$ cat config.mk
export PLATFORM = sky130hd
export DESIGN_NAME = serial_port_pins
export DESIGN_NICKNAME = d
export VERILOG_FILES = /design/src/hw/serial_port_pkg.sv /design/src/hw/serial_port_pins.sv
export SDC_FILE = /design/constraint.sdc
export NUM_CORES = 1
export LEC_CHECK = 0
export BUFFER_PORTS_ARGS = -buffer_cell sky130_fd_sc_hd__buf_2
export CAP_MARGIN = 25
export CORE_AREA = 5 5 153 155
export DETAILED_ROUTE_END_ITERATION = 12
export DIE_AREA = 0 0 158 160
export GPL_ROUTABILITY_DRIVEN = 0
export HOLD_SLACK_MARGIN = 0.06
export PLACE_DENSITY = 0.67
export SLEW_MARGIN = 10
export SYNTH_ARGS = -nofsm -noshare
export SYNTH_HDL_FRONTEND = slang
export SYNTH_SLANG_ARGS = --single-unit
$ cat constraint.sdc
create_clock -name clock -period 6 [get_ports clock]
set_input_delay 0.6 -clock clock [delete_from_list [all_inputs] [get_ports clock]]
set_output_delay 0.6 -clock clock [all_outputs]
set_load 0.02 [all_outputs]
$ cat src/hw/serial_port_pkg.sv
// Constants for the buffered serial port pin block.
// Assumes a 100 MHz system clock and AXI4-Lite register access.
package serial_port_pkg;
	localparam int           WORD_BITS    = 16;
	localparam logic [4:0]   WORD_LAST    = 5'h0f;
	localparam logic [31:0]  OFS_CONTROL  = 32'h0000_0000;
	localparam logic [31:0]  OFS_STATUS   = 32'h0000_0004;
	localparam logic [31:0]  OFS_TXDATA   = 32'h0000_0008;
	localparam logic [31:0]  OFS_RXDATA   = 32'h0000_000c;
	localparam logic [31:0]  OFS_CLKDIV   = 32'h0000_0010;
	// Control fields
	localparam int           CTL_RXCLK_OUT = 0;
	localparam int           CTL_RXFS_OUT  = 1;
	localparam int           CTL_TXCLK_OUT = 2;
	localparam int           CTL_TXFS_OUT  = 3;
	localparam logic [3:0]   CTL_RESET     = 4'h0;
	localparam logic [7:0]   CLKDIV_RESET  = 8'h04;
	localparam logic [1:0]   RESP_OKAY     = 2'h0;
	localparam logic [1:0]   RESP_SLVERR   = 2'h2;
endpackage : serial_port_pkg

$ cat src/hw/serial_port_pins.sv
// Pin logic of one buffered serial port instance: shift clocks, frame syncs, data lines.
// Assumes pin inputs are asynchronous and an AXI4-Lite master with one access of each kind at a time.
//
// Behaviour
// RULE_01 - Receive shift clock pin selectable input or output, input after reset.
// RULE_02 - Receiver shifts incoming bits on the receive shift clock.
// RULE_03 - Far end drives received bits on the input-only receive data line.
// RULE_04 - Receive frame sync pin selectable input or output, input after reset.
// RULE_05 - Receive frame sync pulse starts reception of one word.
// RULE_06 - Transmitter shifts outgoing bits on the transmit shift clock.
// RULE_07 - Transmit shift clock pin selectable input or output, input after reset.
// RULE_08 - Transmit shift clock floats while the float control input is low.
// RULE_09 - Transmit data floats when idle, in chip reset, or float control low.
// RULE_10 - Transmit frame sync starts sending; selectable, input after reset, floats.
// RULE_11 - Output pins driven by internal generators, inputs use the external signal.
//
// The implementer's own choices: the register offsets and the AXI4-Lite register port.
`timescale 1ns/10ps
module serial_port_pins (
	input  wire logic        clock,
	input  wire logic        rstn,
	input  wire logic        chip_reset_n,
	input  wire logic        float_n,
	input  wire logic        rxShiftClockIn,
	output logic             rxShiftClockOut,
	output logic             rxShiftClockOe,
	input  wire logic        rxFrameSyncIn,
	output logic             rxFrameSyncOut,
	output logic             rxFrameSyncOe,
	input  wire logic        txShiftClockIn,
	output logic             txShiftClockOut,
	output logic             txShiftClockOe,
	input  wire logic        txFrameSyncIn,
	output logic             txFrameSyncOut,
	output logic             txFrameSyncOe,
	input  wire logic        serialRxLine,
	output logic             serialTxLine,
	output logic             serialTxOe,
	input  wire logic [31:0] awaddr,
	input  wire logic        awvalid,
	output logic             awready,
	input  wire logic [31:0] wdata,
	input  wire logic [3:0]  wstrb,
	input  wire logic        wvalid,
	output logic             wready,
	output logic [1:0]       bresp,
	output logic             bvalid,
	input  wire logic        bready,
	input  wire logic [31:0] araddr,
	input  wire logic        arvalid,
	output logic             arready,
	output logic [31:0]      rdata,
	output logic [1:0]       rresp,
	output logic             rvalid,
	input  wire logic        rready
);
	typedef struct packed {
		logic        awReady;
		logic        wReady;
		logic        arReady;
		logic [1:0]  chipSync;
		logic [1:0]  floatSync;
		logic [1:0]  rxClkSync;
		logic [1:0]  rxFsSync;
		logic [1:0]  txClkSync;
		logic [1:0]  txFsSync;
		logic [1:0]  rxDataSync;
		logic        rxClkPrev;
		logic        txClkPrev;
		logic [3:0]  control;
		logic [7:0]  clockDiv;
		logic [7:0]  divCount;
		logic        genClock;
		logic        genRxFs;
		logic        genTxFs;
		logic        txPending;
		logic        txActive;
		logic [4:0]  txCount;
		logic [15:0] txShift;
		logic [15:0] txHold;
		logic        txBit;
		logic        rxActive;
		logic [4:0]  rxCount;
		logic [15:0] rxShift;
		logic [15:0] rxData;
		logic        rxFull;
		logic        rxOverrun;
		logic        awHeld;
		logic [31:0] awAddr;
		logic        wHeld;
		logic [31:0] wData;
		logic        bValid;
		logic [1:0]  bResp;
		logic        rValid;
		logic [31:0] rData;
		logic [1:0]  rResp;
		logic        rxClkOe;
		logic        rxFsOe;
		logic        txClkOe;
		logic        txFsOe;
		logic        txOe;
		logic        rxClkPin;
		logic        rxFsPin;
		logic        txClkPin;
		logic        txFsPin;
	} state_type;

	state_type state;
	state_type next_state;
	logic      rstnLocal;
	logic [1:0] rstPipe;

	// Reset release through two flops; only constants load asynchronously
	always_ff @(posedge clock or negedge rstn) begin
		if (!rstn)
			rstPipe <= 2'h0;
		else
			rstPipe <= {rstPipe[0], 1'b1};
	end
	assign rstnLocal = rstPipe[1];
	function automatic logic falling(input logic prev, input logic now);
		return prev & ~now;
	endfunction : falling
	function automatic logic wstrbOk(input logic [3:0] strobes);
		return strobes[0];
	endfunction : wstrbOk
	logic rxClk, txClk, rxFs, txFs, rxEdgeFall, rxEdgeRise, txEdgeRise;
	logic readAddrOk;

	always_comb begin
		next_state = state;
		next_state.chipSync   = {state.chipSync[0], chip_reset_n};
		next_state.floatSync  = {state.floatSync[0], float_n};
		next_state.rxClkSync  = {state.rxClkSync[0], rxShiftClockIn};
		next_state.rxFsSync   = {state.rxFsSync[0], rxFrameSyncIn};
		next_state.txClkSync  = {state.txClkSync[0], txShiftClockIn};
		next_state.txFsSync   = {state.txFsSync[0], txFrameSyncIn};
		next_state.rxDataSync = {state.rxDataSync[0], serialRxLine}; // RULE_03
		// Internal bit clock and frame pulses for pins set as outputs
		if (state.divCount == 8'h00) begin
			next_state.divCount = state.clockDiv;
			next_state.genClock = ~state.genClock;
		end else begin
			next_state.divCount = state.divCount - 8'h01;
		end
		// Pick the external or the generated signal per pin
		rxClk = state.control[serial_port_pkg::CTL_RXCLK_OUT] ? state.genClock : state.rxClkSync[1]; // RULE_11
		txClk = state.control[serial_port_pkg::CTL_TXCLK_OUT] ? state.genClock : state.txClkSync[1]; // RULE_11
		rxFs  = state.control[serial_port_pkg::CTL_RXFS_OUT] ? state.genRxFs : state.rxFsSync[1];    // RULE_11
		txFs  = state.control[serial_port_pkg::CTL_TXFS_OUT] ? state.genTxFs : state.txFsSync[1];    // RULE_11
		next_state.rxClkPrev = rxClk;
		next_state.txClkPrev = txClk;
		rxEdgeFall = falling(state.rxClkPrev, rxClk);
		rxEdgeRise = falling(rxClk, state.rxClkPrev);
		txEdgeRise = falling(txClk, state.txClkPrev);
		// Generated frame syncs last one bit period, launched on a rising edge
		if (rxEdgeRise)
			next_state.genRxFs = ~state.rxActive & ~state.genRxFs;
		if (txEdgeRise)
			next_state.genTxFs = state.txPending & ~state.txActive & ~state.genTxFs;
		// Receiver: sample on falling edges, frame sync starts a word
		if (rxEdgeFall) begin // RULE_02
			if (!state.rxActive && rxFs) begin // RULE_05
				next_state.rxActive = 1'b1;
				next_state.rxCount  = 5'h00;
			end else if (state.rxActive) begin
				next_state.rxShift = {state.rxShift[14:0], state.rxDataSync[1]};
				if (state.rxCount == serial_port_pkg::WORD_LAST) begin
					next_state.rxActive  = 1'b0;
					next_state.rxData    = {state.rxShift[14:0], state.rxDataSync[1]};
					next_state.rxOverrun = state.rxOverrun | state.rxFull;
					next_state.rxFull    = 1'b1;
				end
				next_state.rxCount = state.rxCount + 5'h01;
			end
		end
		// Transmitter: change data on rising edges after the frame sync
		if (txEdgeRise) begin // RULE_06
			if (state.txActive) begin
				if (state.txCount == serial_port_pkg::WORD_LAST) begin
					next_state.txActive = 1'b0;
				end else begin
					next_state.txBit   = state.txShift[15];
					next_state.txShift = {state.txShift[14:0], 1'b0};
				end
				next_state.txCount = state.txCount + 5'h01;
			end else if (txFs && state.txPending) begin // RULE_10
				next_state.txActive  = 1'b1;
				next_state.txPending = 1'b0;
				next_state.txCount   = 5'h00;
				next_state.txBit     = state.txHold[15];
				next_state.txShift   = {state.txHold[14:0], 1'b0};
			end
		end
		// AXI4-Lite write: address and data accepted in either order
		if (awvalid && state.awReady) begin
			next_state.awHeld = 1'b1;
			next_state.awAddr = awaddr;
		end
		if (wvalid && state.wReady) begin
			next_state.wHeld = 1'b1;
			next_state.wData = wdata;
		end
		if (state.awHeld && state.wHeld && !state.bValid) begin
			next_state.awHeld = 1'b0;
			next_state.wHeld  = 1'b0;
			next_state.bValid = 1'b1;
			next_state.bResp  = serial_port_pkg::RESP_OKAY;
			unique case (state.awAddr)
				serial_port_pkg::OFS_CONTROL:
					if (wstrbOk(wstrb)) next_state.control = state.wData[3:0]; // RULE_01 RULE_04 RULE_07
				serial_port_pkg::OFS_TXDATA: begin
					next_state.txHold    = state.wData[15:0];
					next_state.txPending = 1'b1;
				end
				serial_port_pkg::OFS_CLKDIV:
					next_state.clockDiv = state.wData[7:0];
				serial_port_pkg::OFS_STATUS: ;
				serial_port_pkg::OFS_RXDATA: ;
				default:
					next_state.bResp = serial_port_pkg::RESP_SLVERR;
			endcase
		end
		if (state.bValid && bready)
			next_state.bValid = 1'b0;
		// AXI4-Lite read
		readAddrOk = 1'b1;
		if (arvalid && state.arReady) begin
			next_state.rValid = 1'b1;
			next_state.rData  = 32'h0000_0000;
			unique case (araddr)
				serial_port_pkg::OFS_CONTROL: next_state.rData[3:0] = state.control;
				serial_port_pkg::OFS_STATUS:
					next_state.rData[4:0] = {state.rxOverrun, state.rxFull, state.rxActive,
						state.txPending, state.txActive};
				serial_port_pkg::OFS_TXDATA:  next_state.rData[15:0] = state.txHold;
				serial_port_pkg::OFS_RXDATA: begin
					next_state.rData[15:0] = state.rxData;
					next_state.rxFull      = 1'b0;
					next_state.rxOverrun   = 1'b0;
				end
				serial_port_pkg::OFS_CLKDIV:  next_state.rData[7:0] = state.clockDiv;
				default:                      readAddrOk = 1'b0;
			endcase
			next_state.rResp = readAddrOk ? serial_port_pkg::RESP_OKAY : serial_port_pkg::RESP_SLVERR;
		end
		if (state.rValid && rready)
			next_state.rValid = 1'b0;
		// A word finishing in the same cycle as a data read still sets the flag
		if (rxEdgeFall && state.rxActive && state.rxCount == serial_port_pkg::WORD_LAST)
			next_state.rxFull = 1'b1;
		// Pin drivers; float control overrides the transmit enables only, not the receive clock and sync enables
		next_state.rxClkPin = state.genClock;
		next_state.txClkPin = state.genClock;
		next_state.rxFsPin  = state.genRxFs;
		next_state.txFsPin  = state.genTxFs;
		next_state.rxClkOe  = state.control[serial_port_pkg::CTL_RXCLK_OUT]; // RULE_01
		next_state.rxFsOe   = state.control[serial_port_pkg::CTL_RXFS_OUT];  // RULE_04
		next_state.txClkOe  = state.control[serial_port_pkg::CTL_TXCLK_OUT] & state.floatSync[1]; // RULE_07 RULE_08
		next_state.txFsOe   = state.control[serial_port_pkg::CTL_TXFS_OUT] & state.floatSync[1];  // RULE_10
		next_state.txOe     = state.txActive & state.chipSync[1] & state.floatSync[1]; // RULE_09
		next_state.awReady  = ~next_state.awHeld & ~next_state.bValid;
		next_state.wReady   = ~next_state.wHeld & ~next_state.bValid;
		next_state.arReady  = ~next_state.rValid;
		if (!state.chipSync[1]) begin
			next_state.control   = serial_port_pkg::CTL_RESET; // RULE_01 RULE_04 RULE_07 RULE_10
			next_state.txActive  = 1'b0;
			next_state.txPending = 1'b0;
			next_state.rxActive  = 1'b0;
			next_state.txOe      = 1'b0; // RULE_09
		end
	end

	always_ff @(posedge clock or negedge rstnLocal) begin
		if (!rstnLocal) begin
			state          <= '0;
			state.clockDiv <= serial_port_pkg::CLKDIV_RESET;
			state.control  <= serial_port_pkg::CTL_RESET;
		end else begin
			state <= next_state;
		end
	end

	assign rxShiftClockOut = state.rxClkPin;
	assign rxShiftClockOe  = state.rxClkOe;
	assign rxFrameSyncOut  = state.rxFsPin;
	assign rxFrameSyncOe   = state.rxFsOe;
	assign txShiftClockOut = state.txClkPin;
	assign txShiftClockOe  = state.txClkOe;
	assign txFrameSyncOut  = state.txFsPin;
	assign txFrameSyncOe   = state.txFsOe;
	assign serialTxLine    = state.txBit;
	assign serialTxOe      = state.txOe;
	assign awready         = state.awReady;
	assign wready          = state.wReady;
	assign bvalid          = state.bValid;
	assign bresp           = state.bResp;
	assign arready         = state.arReady;
	assign rvalid          = state.rValid;
	assign rdata           = state.rData;
	assign rresp           = state.rResp;
endmodule : serial_port_pins

==> results of run 1 <==
routing by layer:
layer	track usage	vias up	routed length, um
li1	-	2585	-
met1	0.193	2624	7830
met2	0.198	162	7490
met3	0.0476	16	1480
met4	0.0372	8	146
met5	0	-	66
area by class of cell:
| type | count | area share |
|---|---|---|
| clock buffer | 19 | 0.0446 |
| inverter | 8 | 0.00302 |
| clock inverter | 13 | 0.0133 |
| timing repair buffer | 132 | 0.0692 |
| tap | 280 | 0.0352 |
| sequential | 200 | 0.504 |
| multi-input combinational | 426 | 0.331 |
per-stage QoR:
step	std cells	hold WS [ns]	power [uW]
after floorplan	694	0.304	2160
after global placement	1045	0.334	2280
after detailed placement	1045	0.336	2310
after CTS	1078	0.242	3440
after global routing	1078	0.239	3570
final	1078	0.270	3380
worst paths after layout:
path | start | end | slack (ns) | cells after the start
setup / recovery | next_state[8]$_DFFE_PN0P_ | state[123]$_DFFE_PN0P_ | 3.25 | 4
hold / removal | chip_reset_n | next_state[231]$_DFF_PN0_ | 0.27 | 1
setup reg to reg | next_state[8]$_DFFE_PN0P_ | state[123]$_DFFE_PN0P_ | 3.25 | 4
hold reg to reg | next_state[229]$_DFF_PN0_ | state[229]$_DFF_PN0_ | 0.35 | 0
max in group asynchronous | rstPipe[1]$_DFF_PN0_ | rdata[1]$_DFFE_PN0P_ | 4.65 | 1
min in group asynchronous | rstPipe[1]$_DFF_PN0_ | state[106]$_DFFE_PN0P_ | 0.40 | 1
worst max-delay path, delay by kind of cell (launching register included):
kind / cells / cell delay (ns)
mux: 2 / 0.99
simple gates: 2 / 1.19
flops: 1 / 0.46
logic make-up after synthesis:
group,count (synthesis),share of synthesized area
adder cells (fa/ha/maj),6,0.00869
buffers and inverters,68,0.0478
flip-flops,200,0.579
multiplexers,131,0.172
AO/OA/AOI/OAI,88,0.0765
XOR/XNOR,3,0.00304
other,2,0.000869
AND/OR/NAND/NOR,179,0.112
repair_timing:
action | in CTS | in global routing
hold buffers | 1 | 0
setup endpoints to repair | 0 | 0
hold endpoints to repair | 2 | 0
resized for setup | 0 | 0
cells in the mapped netlist, types with 3 or more instances:
| cell | instances | share of area |
|---|---|---|
| nor4_2 | 6 | 0.0087 |
| nand3_1 | 14 | 0.0081 |
| a22o_1 | 30 | 0.030 |
| nand2b_1 | 3 | 0.0022 |
| a32oi_1 | 8 | 0.0081 |
| buf_2 | 6 | 0.0035 |
| dfrtp_1 | 199 | 0.58 |
| a32o_1 | 5 | 0.0058 |
| or4_1 | 4 | 0.0035 |
| ha_1 | 6 | 0.0087 |
| nor2b_1 | 6 | 0.0043 |
| nor3_1 | 5 | 0.0029 |
| clkbuf_1 | 11 | 0.0048 |
| mux2_4 | 9 | 0.016 |
| nand2_1 | 71 | 0.031 |
| and3_1 | 5 | 0.0036 |
| o31ai_1 | 3 | 0.0026 |
| nor2_1 | 33 | 0.014 |
| and2_1 | 3 | 0.0022 |
| inv_1 | 8 | 0.0035 |
| a21oi_1 | 11 | 0.0064 |
| o21ai_0 | 11 | 0.0064 |
| buf_4 | 38 | 0.033 |
| a31oi_1 | 9 | 0.0065 |
| xnor2_1 | 3 | 0.0030 |
| buf_1 | 4 | 0.0017 |
| mux2_2 | 104 | 0.14 |
| mux2i_1 | 17 | 0.020 |
| nor4_1 | 9 | 0.0065 |
power groups by stage:
stage / Combinational [uW] / Sequential [uW] / Clock, uW
after global placement: 512 / 1770 / 0
after floorplan: 392 / 1770 / 0
after global routing: 579 / 1790 / 1210
after detailed placement: 531 / 1780 / 0
after CTS: 532 / 1760 / 1150
final: 520 / 1750 / 1110
flip-flops by register name (all words and copies together) (netlist names), 2 cells and up:
name        count
state         154
rdata          16
next_state     12
rstPipe         2
==> impl_metrics.env, run 1 <==
export IMPL_drt_wl_total_mm=17.0
export IMPL_vias_per_cell=5.00
export IMPL_fin_skew_ns=0.0109
export IMPL_grt_remaining_overflow=0
export IMPL_die_y_um=160
export IMPL_p_seq_frac=0.519
export IMPL_synth_area_per_cell_sq_um=12.8
export IMPL_fill_cells=2001
export IMPL_drt_pass1_iterations=5
export IMPL_final_nets=905
export IMPL_layout_common_cells="198 x dfrtp_1, 127 x buf_2, 104 x mux2_2"
export IMPL_diodes=0
export IMPL_drt_first_iter_violations=184
export IMPL_arrival_ns=3.07
export IMPL_cts_tree="done"
export IMPL_cts_htree_levels=4
export IMPL_p_int_uw=2420
export IMPL_path_cells="mux2i_1, and3_1, nand2_2, mux2_2"
export IMPL_post_dp_hpwl_mm=11.9
export IMPL_required_ns=6.32
export IMPL_power_per_cell_area_nw_per_um2=340
export IMPL_synth_yosys_seq_area_share=0.579
export IMPL_layout_drive_gt1_share=0.373
export IMPL_critPathCaptureType="flop"
export IMPL_grt_pass1_vias=5229
export IMPL_finalCriticalPeriod_ns=2.75
export IMPL_swShare=0.283
export IMPL_yosys_most_used_dff="dfrtp_1"
export IMPL_rsz0062_at_grt="no"
export IMPL_core_sq_um=21700
export IMPL_post_place_ws_ns=3.21
export IMPL_placed_area_sq_um=9350
export IMPL_setup_viol=0
export IMPL_p_leak_uw=0.00477
export IMPL_synth_edf_count=0
export IMPL_multi_input_area_sq_um=3290
export IMPL_max_clock_path_buffers=2
export IMPL_netSwitchingPower_uw=956
export IMPL_grt_max_degree=199
export IMPL_grt_pass1_wl_mm=27.4
export IMPL_syn_area_sq_um=8640
export IMPL_worst_slew_pin_slew_ns=1.17
export IMPL_fp_dieArea_sq_um=25300
export IMPL_hold_viol=0
export IMPL_portBuffers=127
export IMPL_yosys_warnings=0
export IMPL_cp_start_kind="flop"
export IMPL_slew_viol_final=0
export IMPL_io_pins=165
export IMPL_postCtsSetupBuffers=0
export IMPL_tns_ns=0
export IMPL_ys_types=57
export IMPL_path_clk_slew_ns=0.08
export IMPL_finish_instance_area_sq_um=9940
export IMPL_synthToLayoutAreaGrowth_pct=15.0
export IMPL_wire_per_inst_um=15.8
export IMPL_drcViolationCount=0
export IMPL_critPathMaxFanout=20
export IMPL_antenna_found_initial=4
export IMPL_slew_limit_headroom=0.221
export IMPL_rows=54
export IMPL_async_flop_share=1.00
export IMPL_synth_seq_cells=200
export IMPL_clockPowerShare=0.328
export IMPL_cts_buffers=17
export IMPL_clock_latency_ns=0.43
export IMPL_synthCells=677
export IMPL_cap_violations=0
export IMPL_outcome="complete, no violations"
export IMPL_regArea_sq_um=5010
export IMPL_clock_fmax_mhz=363
export IMPL_setup_slack_ns=3.25
export IMPL_track_usage=0.136
export IMPL_slowest_stage="and3_1"
export IMPL_utilization=0.458
export IMPL_hold_path_class="in2reg"
export IMPL_cts_root_buf="clkbuf_16"
export IMPL_pwr_share_comb=0.154
export IMPL_peakVddDrop_uv=233
export IMPL_antenna_left=0
export IMPL_die_w_um=158
export IMPL_cts_sinks=200
export IMPL_vias=5395
export IMPL_start_util=0.398
export IMPL_path_class="reg2reg"
export IMPL_layout_commonest_cell="dfrtp_1"
export IMPL_fin_crit_sh=0.459
export IMPL_max_stage_delay_ns=0.74
No activity file was read; power rests on OpenSTA's default activity.
==> run 2, diff against run 1 <==
--- a/config.mk
+++ b/config.mk
@@ -5,14 +5,15 @@
 export SDC_FILE = /design/constraint.sdc
 export NUM_CORES = 1
 export LEC_CHECK = 0
+export ABC_AREA = 1
 export BUFFER_PORTS_ARGS = -buffer_cell sky130_fd_sc_hd__buf_2
 export CAP_MARGIN = 25
-export CORE_AREA = 5 5 153 155
+export CORE_AREA = 5 5 155 157
 export DETAILED_ROUTE_END_ITERATION = 12
-export DIE_AREA = 0 0 158 160
+export DIE_AREA = 0 0 160 162
 export GPL_ROUTABILITY_DRIVEN = 0
 export HOLD_SLACK_MARGIN = 0.06
-export PLACE_DENSITY = 0.67
+export PLACE_DENSITY = 0.66
 export SLEW_MARGIN = 10
 export SYNTH_ARGS = -nofsm -noshare
 export SYNTH_HDL_FRONTEND = slang
==> constraint.sdc (replaced) <==
create_clock -name clock -period 2.5 [get_ports clock]
set_input_delay 0.25 -clock clock [delete_from_list [all_inputs] [get_ports clock]]
set_output_delay 0.25 -clock clock [all_outputs]
set_load 0.02 [all_outputs]
==> run 2 against run 1 <==
  * Non-clock buffer count increased by 65
  * Wire length increased by 18%
  * Core utilization increased by 2.3 points
  * Clock skew increased by 0.0022 ns
  * Synthesized cell count increased by 52%
==> impl_metrics.env, run 2 <==
export IMPL_critPathCaptureType="flop"
export IMPL_slew_limit_headroom=0.469
export IMPL_synthToLayoutAreaGrowth_pct=21.9
export IMPL_hold_viol=0
export IMPL_netSwitchingPower_uw=2850
export IMPL_synth_yosys_seq_area_share=0.567
export IMPL_finalPower_uw=8670
export IMPL_start_util=0.394
export IMPL_grt_pass1_wl_mm=34.1
export IMPL_fin_skew_ns=0.0132
export IMPL_setup_viol=0
export IMPL_grt_pass1_vias=7024
export IMPL_final_nets=1320
export IMPL_finish_instance_area_sq_um=10800
export IMPL_async_flop_share=1.00
export IMPL_wire_per_inst_um=13.4
export IMPL_die_w_um=160
export IMPL_ys_types=44
export IMPL_die_y_um=162
export IMPL_synth_area_leader_cell="dfrtp_1"
export IMPL_cts_tree="done"
export IMPL_fin_crit_sh=0.808
export IMPL_cts_buffers=17
export IMPL_yosys_area_top_type_share=0.564
export IMPL_required_ns=2.78
export IMPL_yosys_most_used_dff="dfrtp_1"
export IMPL_fp_dieArea_sq_um=25900
export IMPL_dp_cells=1410
export IMPL_post_dp_hpwl_mm=14.0
export IMPL_pwr_share_comb=0.198
export IMPL_final_cells=1498
export IMPL_arrival_ns=2.29
export IMPL_rows=55
export IMPL_swShare=0.329
export IMPL_antenna_left=0
export IMPL_synthCells=1030
export IMPL_clock_fmax_mhz=495
export IMPL_grt_max_degree=86
export IMPL_path_class="reg2reg"
export IMPL_peakVddDrop_uv=557
export IMPL_track_usage=0.160
export IMPL_cts_resized=0
export IMPL_power_per_cell_area_nw_per_um2=806
export IMPL_critPathMaxFanout=32
export IMPL_slew_viol_final=0
export IMPL_io_pins=165
export IMPL_drcViolationCount=0
export IMPL_cts_htree_levels=4
export IMPL_worst_slew_pin_slew_ns=0.795
export IMPL_layout_commonest_cell="nand2_1"
export IMPL_largest_register="state"
export IMPL_outcome="complete, no violations"
export IMPL_ff2ff_path_depth=8
export IMPL_max_clock_path_buffers=2
export IMPL_cap_violations=0
export IMPL_layout_drive_gt1_share=0.169
export IMPL_whs_path_depth=2
export IMPL_hold_slack_ns=0.0851
export IMPL_rsz0062_at_grt="no"
export IMPL_drt_first_iter_violations=404
export IMPL_tns_ns=0
export IMPL_synth_edf_count=0
export IMPL_diodes=0
export IMPL_vias_per_cell=4.63
export IMPL_cts_sinks=200
export IMPL_p_seq_frac=0.483
export IMPL_synth_most_common_cell="nand2_1"
export IMPL_r2r_setup_slack_ns=0.48
export IMPL_clock_latency_ns=0.44
export IMPL_synth_seq_cells=200
export IMPL_yosys_warnings=0
export IMPL_largest_reg_flops=154
export IMPL_cp_start_kind="flop"
export IMPL_placed_area_sq_um=9600
export IMPL_synth_common_cells="381 x nand2_1, 199 x dfrtp_1, 86 x inv_1"
export IMPL_finalCriticalPeriod_ns=2.02
export IMPL_antenna_found_initial=0
export IMPL_drt_pass1_iterations=5
export IMPL_layout_common_cells="381 x nand2_1, 198 x dfrtp_1, 127 x buf_2"
export IMPL_syn_area_sq_um=8820
export IMPL_grt_remaining_overflow=0
export IMPL_drt_wl_total_mm=20.0
export IMPL_core_sq_um=22400
export IMPL_portBuffers=127
export IMPL_cts_root_buf="clkbuf_16"
export IMPL_p_int_uw=5820
export IMPL_synth_area_per_cell_sq_um=8.57
export IMPL_path_clk_slew_ns=0.08
export IMPL_p_leak_uw=0.00557
export IMPL_hold_path_class="in2reg"
export IMPL_vias=6941
export IMPL_clockPowerShare=0.319
export IMPL_synth_top_cells_by_area="dfrtp_1 56%, nand2_1 16%, inv_1 3.7%"
## run 2: cell types whose count changed in the layout (fill, tap and decap cells not counted), sizes merged, moves of 8 or more
cell / delta
a21oi: +9
a22o: -30
a31oi: -9
a32oi: -8
buf: +10
dlygate4sd3: +55
inv: +85
mux2: -114
mux2i: -15
nand2: +313
nand3: +38
nor2: +58
nor4: -17
o21ai: +65
## run 2: logic make-up after synthesis
family	count (synthesis)	synth area share
other cells	2	0.000851
simple gates	545	0.250
buf+inv	154	0.0851
fa+ha+maj	6	0.00851
flops	200	0.567
xor+xnor	4	0.00397
mux	2	0.00227
compound gates	117	0.0820
## run 2: worst max-delay path: stages, from the launching register on
cell	delay, ns
dfrtp_1	0.41
ha_1	0.22
nand2_1	0.09
nor2_1	0.06
ha_1	0.17
inv_1	0.06
nor2_2	0.06
inv_1	0.58
o21ai_0	0.21
## run 2: worst paths after layout
kind,from,end
setup / recovery,state[147]$_DFFE_PN0P_,state[126]$_DFFE_PN0P_
max in group asynchronous,rstPipe[1]$_DFF_PN0_,state[97]$_DFFE_PN0P_
min in group asynchronous,rstn,rstPipe[1]$_DFF_PN0_
setup reg to reg,state[147]$_DFFE_PN0P_,state[126]$_DFFE_PN0P_
hold / removal,bready,bvalid$_DFF_PN0_
hold reg to reg,rstPipe[1]$_DFF_PN0_,state[58]$_DFFE_PN0P_
## run 2: timing repair
| item | 4_1_cts | 5_1_grt |
|---|---|---|
| setup endpoints to repair | 0 | 0 |
| endpoints found under the hold margin | 57 | 0 |
| hold buffers | 56 | 0 |
| buffers inserted | 0 | 0 |
## run 2: layout make-up
class	instances	area [sq um]
clock inverters	15	169
repair buffers	197	1330
fillers	2148	11600
flip-flops and latches	200	5010
multi-input cells	693	3130
inverters	91	342
well taps	285	357
clock buffers	17	425
## run 2: power groups by stage
| stage | clock, uW | sequential, uW | combinational, uW |
|---|---|---|---|
| 2_1_floorplan | 0 | 4250 | 1180 |
| 3_3_place_gp | 0 | 4220 | 1620 |
| 3_5_place_dp | 0 | 4230 | 1660 |
| 4_1_cts | 2820 | 4180 | 1740 |
| 5_1_grt | 2960 | 4260 | 1970 |
| 6_report | 2760 | 4180 | 1720 |
## run 2: per-stage QoR
stage | util | setup slack [ns]
2_1_floorplan | - | 0.459
6_report | 0.481 | 0.481
4_1_cts | 0.481 | 0.445
5_1_grt | 0.481 | 0.195
3_5_place_dp | 0.429 | 0.501
3_3_place_gp | 0.429 | 0.535
## run 2: routing by layer
layer | share of wire | vias up | global-route usage | wire, um
met3 | 0.070 | 26 | 0.0474 | 1400
met5 | 0 | - | 0 | 0
met4 | 0.015 | 0 | 0.0473 | 292
li1 | - | 3519 | - | -
met2 | 0.46 | 169 | 0.261 | 9180
met1 | 0.46 | 3227 | 0.208 | 9140
